$ cat config.mk
export PLATFORM = sky130hd
export DESIGN_NAME = pfbc_ctrl
export DESIGN_NICKNAME = d
export VERILOG_FILES = /design/src/hw/pfbc_pkg.sv /design/src/hw/pfbc_ctrl.sv /design/src/hw/pfbc_sync.sv
export SDC_FILE = /design/constraint.sdc
export NUM_CORES = 1
export LEC_CHECK = 0
export BUFFER_PORTS_ARGS = -buffer_cell sky130_fd_sc_hd__buf_2
export CAP_MARGIN = 5
export CORE_UTILIZATION = 46
export CTS_BUF_LIST = sky130_fd_sc_hd__clkbuf_8
export DETAILED_ROUTE_END_ITERATION = 12
export GPL_TIMING_DRIVEN = 1
export PLACE_DENSITY_LB_ADDON = 0.3
export SETUP_SLACK_MARGIN = 0.5
export SLEW_MARGIN = 10
export SYNTH_ARGS = -nofsm -noshare
export SYNTH_HDL_FRONTEND = slang
export SYNTH_HIERARCHICAL = 1
export SYNTH_SLANG_ARGS = --single-unit
$ cat constraint.sdc
create_clock -name REF_CLK_I -period 8.4 [get_ports REF_CLK_I]
set_input_delay 0.42 -clock REF_CLK_I [delete_from_list [all_inputs] [get_ports REF_CLK_I]]
set_output_delay 0.42 -clock REF_CLK_I [all_outputs]
set_load 0.02 [all_outputs]
$ cat src/hw/pfbc_pkg.sv
package pfbc_pkg;
   // ------------------------------------------------------------
   // Software command port map
   // ------------------------------------------------------------
   localparam logic [3:0] ADDR_CTRL    = 4'h0; // W: bit0 go, bit1 width, bit2 accel
   localparam logic [3:0] ADDR_ADDR    = 4'h1; // RW: flash address
   localparam logic [3:0] ADDR_WDATA   = 4'h2; // RW: write data
   localparam logic [3:0] ADDR_CMD     = 4'h3; // RW: operation code
   localparam logic [3:0] ADDR_STATUS  = 4'h4; // R: status
   localparam logic [3:0] ADDR_RDATA   = 4'h5; // R: last read data
   localparam logic [3:0] ADDR_SYSCTL  = 4'h6; // W: bit0 reset request
   localparam int CTRL_GO_BIT    = 0;
   localparam int CTRL_WORD_BIT  = 1;
   localparam int CTRL_ACCEL_BIT = 2;
   localparam int STAT_BUSY_BIT  = 0;
   localparam int STAT_RDY_BIT   = 1;
   localparam int STAT_ACCEL_BIT = 2;
   localparam int STAT_WORD_BIT  = 3;
   // ------------------------------------------------------------
   // Operations issued on the flash pins
   // ------------------------------------------------------------
   localparam logic [1:0] OP_READ  = 2'h0;
   localparam logic [1:0] OP_WRITE = 2'h1;
   localparam logic [1:0] OP_RESET = 2'h2;
   // ------------------------------------------------------------
   // Timing, 100 MHz reference
   // ------------------------------------------------------------
   localparam int CLK_PERIOD_PS       = 10000;
   localparam int ADDRESS_ACCESS_PS   = 90000;   // address_access_time
   localparam int WRITE_PULSE_PS      = 35000;
   localparam int MIN_RESET_PULSE_PS  = 500000;  // min_reset_pulse_time
   localparam int RESET_HIGH_READ_PS  = 50000;   // reset_high_read_delay
   localparam int ACCESS_CYC = (ADDRESS_ACCESS_PS + CLK_PERIOD_PS - 1) / CLK_PERIOD_PS;
   localparam int WR_CYC     = (WRITE_PULSE_PS + CLK_PERIOD_PS - 1) / CLK_PERIOD_PS;
   localparam int RP_CYC     = (MIN_RESET_PULSE_PS + CLK_PERIOD_PS - 1) / CLK_PERIOD_PS;
   localparam int RH_CYC     = (RESET_HIGH_READ_PS + CLK_PERIOD_PS - 1) / CLK_PERIOD_PS;
   localparam logic [7:0] ACCESS_CNT = 8'(ACCESS_CYC);
   localparam logic [7:0] WR_CNT     = 8'(WR_CYC);
   localparam logic [7:0] RP_CNT     = 8'(RP_CYC);
   localparam logic [7:0] RH_CNT     = 8'(RH_CYC);
   localparam logic [7:0] GAP_CNT    = 8'h02;
   // ------------------------------------------------------------
   // Sequencer states
   // ------------------------------------------------------------
   typedef enum logic [5:0] {
      S_IDLE  = 6'b000001,
      S_SETUP = 6'b000010,
      S_PULSE = 6'b000100,
      S_HOLD  = 6'b001000,
      S_RST   = 6'b010000,
      S_RCVR  = 6'b100000
   } pfbc_state_e;
endpackage : pfbc_pkg

$ cat src/hw/pfbc_ctrl.sv
// Function
// - Commands are written with write strobe and chip select low, output strobe high.
// - Unlock bypass programs take two write cycles instead of four.
// - In accelerated mode program with two cycles; removing voltage restores normal.
// - High voltage only while accelerated programming; pin never left floating.
// - Standby when chip select and reset high; first read waits access time.
// - Host restarts an interrupted operation once the device is ready again.
// - After reset rises, host waits the recovery time before reading.
// - Device reset may follow system reset to boot from array read.
// - Reads hold chip select and output strobe low, write strobe high.
`timescale 1ns/10ps
module pfbc_ctrl (
   input  wire logic        REF_CLK_I,
   input  wire logic        SYS_RST_I,
   input  wire logic        CLK_EN_I,
   input  wire logic [3:0]  REG_ADDR_I,
   input  wire logic [31:0] REG_WDATA_I,
   input  wire logic        REG_WR_I,
   input  wire logic        REG_RD_I,
   output logic      [31:0] REG_RDATA_O,
   output logic      [20:0] FL_ADDR_O,
   input  wire logic [15:0] FL_DQ_I,
   output logic      [15:0] FL_DQ_O,
   output logic      [15:0] FL_DQ_OE_O,
   output logic             FL_CHIP_SEL_N_O,
   output logic             FL_OUT_EN_N_O,
   output logic             FL_WR_EN_N_O,
   output logic             FL_RESET_N_O,
   output logic             FL_WORD_MODE_O,
   output logic             FL_ACCEL_HV_O,
   input  wire logic        FL_READY_BUSY_I
);
   pfbc_pkg::pfbc_state_e state_reg;
   logic [7:0]  cnt_reg;
   logic [1:0]  op_reg;
   logic [21:0] addr_reg;     // bit0 is the byte-mode low address
   logic [15:0] wdata_reg;
   logic [15:0] rdata_reg;
   logic        word_reg;
   logic        accel_reg;
   logic        go_pend_reg;
   logic        busy_flag_reg;
   logic [16:0] pin_sync;
   logic [15:0] dq_sync;
   logic        rdy_sync;

   // ------------------------------------------------------------
   // Pin input synchronisers
   // ------------------------------------------------------------
   pfbc_sync #(.W(17)) u_sync (
      .clk_i (REF_CLK_I),
      .rst_i (SYS_RST_I),
      .ce_i  (CLK_EN_I),
      .d_i   ({FL_READY_BUSY_I, FL_DQ_I}),
      .q_o   (pin_sync)
   );
   assign dq_sync  = pin_sync[15:0];
   assign rdy_sync = pin_sync[16];

   // ------------------------------------------------------------
   // Register write port
   // ------------------------------------------------------------
   always_ff @(posedge REF_CLK_I or posedge SYS_RST_I) begin
      if (SYS_RST_I) begin
         addr_reg    <= 22'h00_0000;
         wdata_reg   <= 16'h0000;
         op_reg      <= pfbc_pkg::OP_READ;
         word_reg    <= 1'b1;
         accel_reg   <= 1'b0;
         go_pend_reg <= 1'b0;
      end else if (CLK_EN_I) begin
         // Sequencer takes the pending go; a go written in the same cycle wins
         if (state_reg == pfbc_pkg::S_IDLE && go_pend_reg) go_pend_reg <= 1'b0;
         if (REG_WR_I && REG_ADDR_I == pfbc_pkg::ADDR_CTRL && state_reg == pfbc_pkg::S_IDLE)
            begin
            word_reg    <= REG_WDATA_I[pfbc_pkg::CTRL_WORD_BIT];
            accel_reg   <= REG_WDATA_I[pfbc_pkg::CTRL_ACCEL_BIT];
            go_pend_reg <= REG_WDATA_I[pfbc_pkg::CTRL_GO_BIT];
         end else if (REG_WR_I && REG_ADDR_I == pfbc_pkg::ADDR_ADDR) begin
            addr_reg <= REG_WDATA_I[21:0];
         end else if (REG_WR_I && REG_ADDR_I == pfbc_pkg::ADDR_WDATA) begin
            wdata_reg <= REG_WDATA_I[15:0];
         end else if (REG_WR_I && REG_ADDR_I == pfbc_pkg::ADDR_CMD) begin
            op_reg <= REG_WDATA_I[1:0];
         end else if (REG_WR_I && REG_ADDR_I == pfbc_pkg::ADDR_SYSCTL && REG_WDATA_I[0])
            begin
            op_reg      <= pfbc_pkg::OP_RESET;
            go_pend_reg <= 1'b1;
         end
      end
   end

   // ------------------------------------------------------------
   // Bus sequencer; a cycle count per phase
   // ------------------------------------------------------------
   always_ff @(posedge REF_CLK_I or posedge SYS_RST_I) begin
      if (SYS_RST_I) begin
         state_reg <= pfbc_pkg::S_RST;   // System reset also resets flash
         cnt_reg   <= pfbc_pkg::RP_CNT;
      end else if (CLK_EN_I) begin
         case (state_reg)
            pfbc_pkg::S_IDLE: begin
               if (go_pend_reg && op_reg == pfbc_pkg::OP_RESET) begin
                  state_reg <= pfbc_pkg::S_RST;
                  cnt_reg   <= pfbc_pkg::RP_CNT;
               end else if (go_pend_reg) begin
                  state_reg <= pfbc_pkg::S_SETUP;
                  cnt_reg   <= 8'h01;
               end
            end
            pfbc_pkg::S_SETUP: begin
               state_reg <= pfbc_pkg::S_PULSE;
               cnt_reg   <= (op_reg == pfbc_pkg::OP_WRITE) ? pfbc_pkg::WR_CNT
                                                           : pfbc_pkg::ACCESS_CNT;
            end
            pfbc_pkg::S_PULSE: begin
               if (cnt_reg <= 8'h01) begin
                  state_reg <= pfbc_pkg::S_HOLD;
                  cnt_reg   <= pfbc_pkg::GAP_CNT;
               end else begin
                  cnt_reg <= cnt_reg - 8'h01;
               end
            end
            pfbc_pkg::S_HOLD: begin
               if (cnt_reg <= 8'h01) state_reg <= pfbc_pkg::S_IDLE;
               else cnt_reg <= cnt_reg - 8'h01;
            end
            pfbc_pkg::S_RST: begin
               if (cnt_reg <= 8'h01) begin
                  state_reg <= pfbc_pkg::S_RCVR;
                  cnt_reg   <= pfbc_pkg::RH_CNT;
               end else begin
                  cnt_reg <= cnt_reg - 8'h01;
               end
            end
            pfbc_pkg::S_RCVR: begin
               if (cnt_reg <= 8'h01) state_reg <= pfbc_pkg::S_IDLE;
               else cnt_reg <= cnt_reg - 8'h01;
            end
            default: state_reg <= pfbc_pkg::S_IDLE;
         endcase
      end
   end

   // ------------------------------------------------------------
   // Flash control pins, all registered to avoid glitches
   // ------------------------------------------------------------
   always_ff @(posedge REF_CLK_I or posedge SYS_RST_I) begin
      if (SYS_RST_I) begin
         FL_CHIP_SEL_N_O <= 1'b1;
         FL_OUT_EN_N_O   <= 1'b1;
         FL_WR_EN_N_O    <= 1'b1;
         FL_RESET_N_O    <= 1'b0;
         FL_ADDR_O       <= 21'h00_0000;
         FL_DQ_O         <= 16'h0000;
         FL_DQ_OE_O      <= 16'h0000;
         FL_WORD_MODE_O  <= 1'b1;
         FL_ACCEL_HV_O   <= 1'b0;
      end else if (CLK_EN_I) begin
         FL_RESET_N_O   <= !(state_reg == pfbc_pkg::S_RST);
         FL_WORD_MODE_O <= word_reg;
         // accel voltage through write hold
         // Held past the write strobe rise so the device still sees it when latching
         FL_ACCEL_HV_O  <= accel_reg && op_reg == pfbc_pkg::OP_WRITE &&
                           (state_reg == pfbc_pkg::S_SETUP || state_reg == pfbc_pkg::S_PULSE ||
                            state_reg == pfbc_pkg::S_HOLD);
         FL_ADDR_O      <= word_reg ? addr_reg[20:0] : addr_reg[21:1];
         FL_CHIP_SEL_N_O <= !(state_reg == pfbc_pkg::S_SETUP || state_reg == pfbc_pkg::S_PULSE);
         FL_OUT_EN_N_O  <= !(op_reg == pfbc_pkg::OP_READ &&
                            (state_reg == pfbc_pkg::S_SETUP || state_reg == pfbc_pkg::S_PULSE));
         FL_WR_EN_N_O   <= !(op_reg == pfbc_pkg::OP_WRITE && state_reg == pfbc_pkg::S_PULSE);
         FL_DQ_O        <= word_reg ? wdata_reg : {addr_reg[0], 7'h00, wdata_reg[7:0]};
         // byte mode drives top line as address
         if (op_reg == pfbc_pkg::OP_WRITE && state_reg != pfbc_pkg::S_IDLE &&
             state_reg != pfbc_pkg::S_RST && state_reg != pfbc_pkg::S_RCVR)
            FL_DQ_OE_O <= word_reg ? 16'hFFFF : 16'h80FF;
         else if (!word_reg && state_reg != pfbc_pkg::S_RST)
            FL_DQ_OE_O <= 16'h8000;
         else
            FL_DQ_OE_O <= 16'h0000;
      end
   end

   // ------------------------------------------------------------
   // Read capture at end of access, ready/busy tracking
   // ------------------------------------------------------------
   always_ff @(posedge REF_CLK_I or posedge SYS_RST_I) begin
      if (SYS_RST_I) begin
         rdata_reg     <= 16'h0000;
         busy_flag_reg <= 1'b0;
      end else if (CLK_EN_I) begin
         // byte mode keeps low lane only
         // Second hold cycle: synced pins from a full access time after select
         if (op_reg == pfbc_pkg::OP_READ && state_reg == pfbc_pkg::S_HOLD &&
             cnt_reg == 8'h01)
            rdata_reg <= word_reg ? dq_sync : {8'h00, dq_sync[7:0]};
         busy_flag_reg <= !rdy_sync;
      end
   end

   // ------------------------------------------------------------
   // Register read port, data one cycle later
   // ------------------------------------------------------------
   always_ff @(posedge REF_CLK_I or posedge SYS_RST_I) begin
      if (SYS_RST_I) begin
         REG_RDATA_O <= 32'h0000_0000;
      end else if (CLK_EN_I) begin
         if (!REG_RD_I) REG_RDATA_O <= 32'h0000_0000;
         else if (REG_ADDR_I == pfbc_pkg::ADDR_STATUS)
            REG_RDATA_O <= {28'h000_0000, word_reg, accel_reg, !busy_flag_reg,
                            state_reg != pfbc_pkg::S_IDLE || go_pend_reg};
         else if (REG_ADDR_I == pfbc_pkg::ADDR_RDATA) REG_RDATA_O <= {16'h0000, rdata_reg};
         else if (REG_ADDR_I == pfbc_pkg::ADDR_ADDR) REG_RDATA_O <= {10'h000, addr_reg};
         else if (REG_ADDR_I == pfbc_pkg::ADDR_WDATA) REG_RDATA_O <= {16'h0000, wdata_reg};
         else if (REG_ADDR_I == pfbc_pkg::ADDR_CMD) REG_RDATA_O <= {30'h0000_0000, op_reg};
         else REG_RDATA_O <= 32'h0000_0000;
      end
   end

   // ------------------------------------------------------------
   // Checks
   // ------------------------------------------------------------
   a_write_strobes: assert property (@(posedge REF_CLK_I) disable iff (SYS_RST_I)
      !FL_WR_EN_N_O |-> !FL_CHIP_SEL_N_O && FL_OUT_EN_N_O)
      else $error("write strobe without chip select or with output strobe");
   a_read_strobes: assert property (@(posedge REF_CLK_I) disable iff (SYS_RST_I)
      !FL_OUT_EN_N_O |-> FL_WR_EN_N_O && FL_DQ_OE_O[7:0] == 8'h00)
      else $error("read with write strobe or driven data");
   a_accel_only_wr: assert property (@(posedge REF_CLK_I) disable iff (SYS_RST_I)
      FL_ACCEL_HV_O |-> FL_RESET_N_O && FL_OUT_EN_N_O)
      else $error("accel voltage outside programming");
   a_reset_width: assert property (@(posedge REF_CLK_I) disable iff (SYS_RST_I)
      $fell(FL_RESET_N_O) |-> !FL_RESET_N_O [*8])
      else $error("reset pulse too short");
   a_reset_rcvr: assert property (@(posedge REF_CLK_I) disable iff (SYS_RST_I)
      $rose(FL_RESET_N_O) |-> FL_OUT_EN_N_O [*5])
      else $error("read too soon after reset");
   a_reset_quiet: assert property (@(posedge REF_CLK_I) disable iff (SYS_RST_I)
      !FL_RESET_N_O |-> FL_DQ_OE_O == 16'h0000 && FL_WR_EN_N_O)
      else $error("pins active during reset");
   a_byte_lane: assert property (@(posedge REF_CLK_I) disable iff (SYS_RST_I)
      !FL_WORD_MODE_O |-> FL_DQ_OE_O[14:8] == 7'h00)
      else $error("middle lanes driven in byte mode");
   a_wr_pulse_len: assert property (@(posedge REF_CLK_I) disable iff (SYS_RST_I)
      $fell(FL_WR_EN_N_O) |-> !FL_WR_EN_N_O [*4])
      else $error("write pulse too short");
endmodule : pfbc_ctrl

$ cat src/hw/pfbc_sync.sv
`timescale 1ns/10ps
module pfbc_sync #(
   parameter int W = 1
) (
   input  wire logic         clk_i,
   input  wire logic         rst_i,
   input  wire logic         ce_i,
   input  wire logic [W-1:0] d_i,
   output logic      [W-1:0] q_o
);
   logic [W-1:0] meta_reg;

   // ------------------------------------------------------------
   // Two-stage synchroniser, first stage read only by the second
   // ------------------------------------------------------------
   always_ff @(posedge clk_i or posedge rst_i) begin
      if (rst_i) begin
         meta_reg <= '0;
         q_o      <= '0;
      end else if (ce_i) begin
         meta_reg <= d_i;
         q_o      <= meta_reg;
      end
   end
endmodule : pfbc_sync

After elaboration in Yosys (flattened, before gate mapping)

Cells that the tools add are included.

Mux-type cells: 33
Divide/modulo/power cells: 0
Add/subtract/negate cells: 1
Shift operators: 0
$mul: 0
Equal/unequal tests: 23
Reductions and logical operators: 41
$lt $le $gt $ge: 1
Bitwise logic cells: 3

Operators by type and width:

| kind                                                                              | number |
|---|---|
| 22-bit two-way mux                                                                | 4 |
| 16-bit two-way mux                                                                | 5 |
| 8-bit two-way mux                                                                 | 5 |
| 8-bit one-hot mux with 5 select lines                                             | 1 |
| 6-bit two-way mux                                                                 | 5 |
| 6-bit one-hot mux with 5 select lines                                             | 1 |
| 21-bit two-way mux                                                                | 1 |
| 1-bit logical AND                                                                 | 19 |
| 15-bit two-way mux                                                                | 1 |
| 4-bit by 3-bit == test with 1-bit output (second input constant)                  | 3 |
| 5-bit AND reduction                                                               | 2 |
| 4-bit by 2-bit == test with 1-bit output (second input constant)                  | 2 |
| 8-bit by 1-bit == test with 1-bit output (second input constant)                  | 1 |
| 8-bit by 1-bit less-or-equal comparator with 1-bit output (second input constant) | 1 |
| 4-bit AND reduction                                                               | 2 |
| 8-bit by 1-bit subtractor with 8-bit output (second input constant)               | 1 |
| 1-bit zero test                                                                   | 7 |
| 6-bit by 1-bit == test with 1-bit output (second input constant)                  | 1 |
| 6-bit by 2-bit == test with 1-bit output (second input constant)                  | 1 |
| 6-bit by 3-bit == test with 1-bit output (second input constant)                  | 1 |
| 6-bit by 4-bit == test with 1-bit output (second input constant)                  | 1 |
| 6-bit by 5-bit == test with 1-bit output (second input constant)                  | 1 |
| 6-bit == test (second input constant)                                             | 1 |
| 1-bit two-way mux                                                                 | 6 |
| 20 further kinds                                                                  | 29 |

ROM bits: 0
Word-level logic and storage cells: 124
RAM bits: 0
Bits in registers: 199
Bits of input ports: 58
Memories kept: 0
Latch bits: 0
Output and inout bits: 91

Logic depth before layout (Yosys ltp)

Depth in word-level cells: 8
Depth in mapped cells: 8
Gate-level depth less buffers: 7

Hierarchy

Netlist, hierarchy kept.

Modules (own cells, without submodules):

| module    | cells an instance | times used | area each (um^2) | sequential area each (um^2) |
|---|---|---|---|---|
| pfbc_ctrl | 683               | 1          | 6934.2           | 3564.7 |
| pfbc_sync | 73                | 1          | 1421.4           | 850.8 |

Worst setup path before layout

Ideal clock, no wire load.

Path type: flip-flop to flip-flop
From: register cnt_reg[2]
To: register cnt_reg[1]
Setup time: 85 ps
Stages on the path, launching flop included: 7
Data required time: 8315 ps
Setup slack: 6451 ps
Path buffers: 1
Arrival: 1864 ps
Period minus slack after synthesis: 1949 ps
Path through: dfrtp_1 > or3_1 > or3_4 > nand2b_4 > a21o_1 > buf_6 > mux2_1

Cells in the longest elaborated chain, start to end: 3
Elaborated cells between the ends (all ways): 6
Classes of those cells: order compare: 1; eq/ne: 1; mux: 3; reduce/logical: 1

Ends and longest elaborated chain:

| what                                                                                | RTL line         | text |
|---|---|---|
| start, declared                                                                     | pfbc_ctrl.sv:34  | `logic [7:0] cnt_reg;` |
| start signal, assigned                                                              | pfbc_ctrl.sv:99  | `cnt_reg <= pfbc_pkg::RP_CNT;` |
| start signal, assigned                                                              | pfbc_ctrl.sv:105 | `cnt_reg <= pfbc_pkg::RP_CNT;` |
| start signal, assigned                                                              | pfbc_ctrl.sv:113 | `cnt_reg <= (op_reg == pfbc_pkg::OP_WRITE) ? pfbc_pkg::WR_CNT` |
| 8-bit by 1-bit less-or-equal comparator with 1-bit output *                         | --               |  |
| 8-bit two-way mux, or another cell as far along                                     | pfbc_ctrl.sv:129 | `if (cnt_reg <= 8'h01) begin` |
| 8-bit one-hot mux with 5 select lines / 4-bit AND reduction (equally long branches) | --               |  |

Every way passes the cells marked *; elsewhere a longest branch is shown, timed or not.
A chain may end at the register's enable or synchronous reset.

Final worst setup path

From: register state_reg[2]
To: register cnt_reg[1]

Cells in the longest elaborated chain, start to end: 4
Elaborated cells between the ends (all ways): 12
Classes of those cells: eq/ne: 8; mux: 1; reduce/logical: 3

Ends and longest elaborated chain:

| what                                                                                | RTL line         | text |
|---|---|---|
| start, declared                                                                     | pfbc_ctrl.sv:33  | `pfbc_pkg::pfbc_state_e state_reg;` |
| start signal, assigned                                                              | pfbc_ctrl.sv:98  | `state_reg <= pfbc_pkg::S_RST;` |
| start signal, assigned                                                              | pfbc_ctrl.sv:104 | `state_reg <= pfbc_pkg::S_RST;` |
| start signal, assigned                                                              | pfbc_ctrl.sv:107 | `state_reg <= pfbc_pkg::S_SETUP;` |
| 6-bit by 4-bit == test with 1-bit output / 6-bit == test (equally long branches)    | pfbc_ctrl.sv:101 | `case (state_reg)` |
| 2-bit OR reduction (no source line)                                                 | --               |  |
| 5-bit nonzero test (no source line) / 2-bit inequality test (equally long branches) | --               |  |
| 4-bit AND reduction (no source line)                                                | --               |  |

Several ways; a longest one is shown, not always the timed one.

==> impl_metrics.yaml <==
status:
  status: "finished, final reports clean"
floorplan:
  design.die.area_sq_um: 18710
  die_w_microns: 136.8
  die_height_microns: 136.8
  placementRows: 48
  coreArea_sq_um: 17540
  start_util_pct: 47.65
  pin_count: 149
setup_path:
  reg2regPathDepth: 5
  end_kind: "register"
  reg2reg_slack_ps: 5930
  path_class: "register to register"
  arrival_ps: 2850
  timing.rr.start: "state_reg[2]$_DFFE_PP0P_"
  r2r_end: "cnt_reg[1]$_DFFE_PP1P_"
  crit_fanout: 15
  crit_required_ps: 8780
  start_kind: "register"
grt:
  grt_antenna_before_repair: 0
  met3_usage_pct: 5.667
  grtUsageMet2_pct: 33.90
  grt_first_pass_wirelength_mm: 29.69
  use_met1_pct: 27.51
  grt_pass1_vias: 5653
  gr-total-overflow: 0
  grt_max_degree: 78
  grt_use_total_pct: 20.78
  busiest_layer: "met2"
clocking:
  clk_path_buf_depth: 2
  htree_levels: 4
  clk_latency_ps: 450
  cts_resized: 0
  tritoncts: "built"
  clkTransAtPathRegs_ps: 100
  root_buffer: "clkbuf_8"
  ctsHoldBuffers: 0
  numCtsBuffers: 17
  clkSinkCount: 176
  postCtsSetupRepairBufs: 0
detailed_routing:
  wl_per_cell_microns: 16.85
  first_iter_violations: 343
  drc: 0
  vias: 5758
  ant_nets: 0
  firstDrtPassIters: 5
  routed_wl_mm: 18.32
  viasPerCell: 5.297
cells_and_area:
  antenna_cells: 0
  fin_util_pct: 53.08
  drive_above_1_share_pct: 27.96
  design_area_sq_um: 9308
  nNetsFinal: 909
  areaGrowthSynthToFinish_pct: 11.40
  final_cells: 1087
yosys:
  yosys.area.top_type_share_pct: 50.01
  synth.yosys.seq_area_share_pct: 52.85
  ys_types: 61
  netlist_top_cells_count: "dfrtp_1, nor2_1, nand2_1"
  avgSynthCellArea_sq_um: 11.05
  synthFlopType: "dfrtp_1"
  yosys_warnings: 6
  synth_cells: 756
  synth_top_cell_by_area: "dfrtp_1"
  postSynthRegisterBits: 176
  synthTopCellsByArea: "dfrtp_1, mux2_4, mux2_1"
  ys_async_sr_fraction_pct: 100.0
  mappedNetlistArea_sq_um: 8356
  synth_edf_count: 0
  synth_most_common_cell: "dfrtp_1"
sta:
  finalMaxSlewViolations: 0
  tns_ps: 0
  relSlewSlack_pct: 26.30
  hold_violations: 0
  worst_pin_slew_ps: 1103
  setup_viol: 0
  rsz0062_at_grt: "false"
  clock.fmax_mhz: 405.2
  skew_ps: 6.366
  finalCritPeriodShare_pct: 29.38
  setup_slack_ps: 5932
  fin_crit_ps: 2468
placed_design:
  post-place-ws_ps: 5512
  port_buffers: 128
  placed_area_sq_um: 8920
  gp_congestion: 0.8234
  placedCellCount: 1055
  dp_hpwl_mm: 12.36
run:
  cap_viol_max_count: 0
power:
  power_density_nw_per_um2: 252.5
  p_leak_uw: 0.004351
  ir_drop_v: 0.0001411
hold_path:
  hp-class: "input port to async pin"
==> power breakdown <==
group	switching [uW]	total, uW	internal (uW)
logic	347	625	278
clock network	333	576	243
registers	153	1150	996
==> metrics by stage <==
step	hold slack (ps)	power, uW
floorplan	421.3	1620
global placement	459.0	1779
detailed placement	474.5	1788
CTS	63.63	2369
global route	101.6	2482
finish	84.22	2350
==> kinds of logic (layout without fill, tap and decap cells) <==
| kind of cell | Yosys count | count (layout) | share of synthesized area [%] |
|---|---|---|---|
| XOR/XNOR | 6 | 6 | 0.6289 |
| multiplexers | 121 | 121 | 17.48 |
| adder cells (fa/ha/maj) | 2 | 2 | 0.2994 |
| other | 1 | 10 | 0.04488 |
| flip-flops | 176 | 176 | 52.85 |
| AND/OR/NAND/NOR | 186 | 186 | 10.74 |
| buffers and inverters | 111 | 208 | 7.068 |
| AO/OA/AOI/OAI | 153 | 153 | 10.90 |
==> how the worst max path moves through the flow <==
stage,slack (ps),start,endpoint
final,5930,state_reg[2]$_DFFE_PP0P_,cnt_reg[1]$_DFFE_PP1P_
after global routing,5780,state_reg[2]$_DFFE_PP0P_,cnt_reg[1]$_DFFE_PP1P_
after CTS,5980,state_reg[2]$_DFFE_PP0P_,cnt_reg[1]$_DFFE_PP1P_
after detailed placement,5510,CLK_EN_I,addr_reg[6]$_DFFE_PP0P_
after global placement,5530,CLK_EN_I,addr_reg[19]$_DFFE_PP0P_
after floorplan,4190,SYS_RST_I,FL_ACCEL_HV_O$_DFFE_PP0P_
==> cell usage in the layout, fill, tap and decap left out, drive strengths merged, types with 3 or more instances in the layout <==
cell type	instances
clkbuf	17
mux2i	24
nand3	7
clkinv	3
inv	50
nor3	9
dfstp	9
nand2b	4
and3b	3
nor2b	12
nor2	73
nor4	3
a21oi	46
xor2	6
a21boi	3
and2	5
or3	3
nand2	51
conb	10
nand4	4
a221oi	7
o22ai	23
a211oi	3
o21ai	49
buf	131
dfrtp	167
clkinvlp	6
mux2	97
a22oi	6
o211ai	4
==> metal layers <==
layer / wire (microns) / vias to the layer above
met3: 950 / 9
met5: 0 / -
met1: 8446 / 2839
met2: 8786 / 132
met4: 137 / 0
li1: - / 2778
==> critical path: stages (launching register included) <==
cell     delay (ps)
dfrtp_1         580
nor4_2          490
nand2_1         210
o21ai_2         410
a21o_1          340
mux2_1          360
==> layout make-up <==
class	instances	area, sq um
timing repair buffer	131	665.6
tap	225	281.5
clock inverter	15	153.9
sequential	176	4415
clock buffer	17	234.0
fill	1611	8229
inverter	45	173.9
multi-input combinational	478	3383
Note: power is estimated with default switching activity, not from simulation.
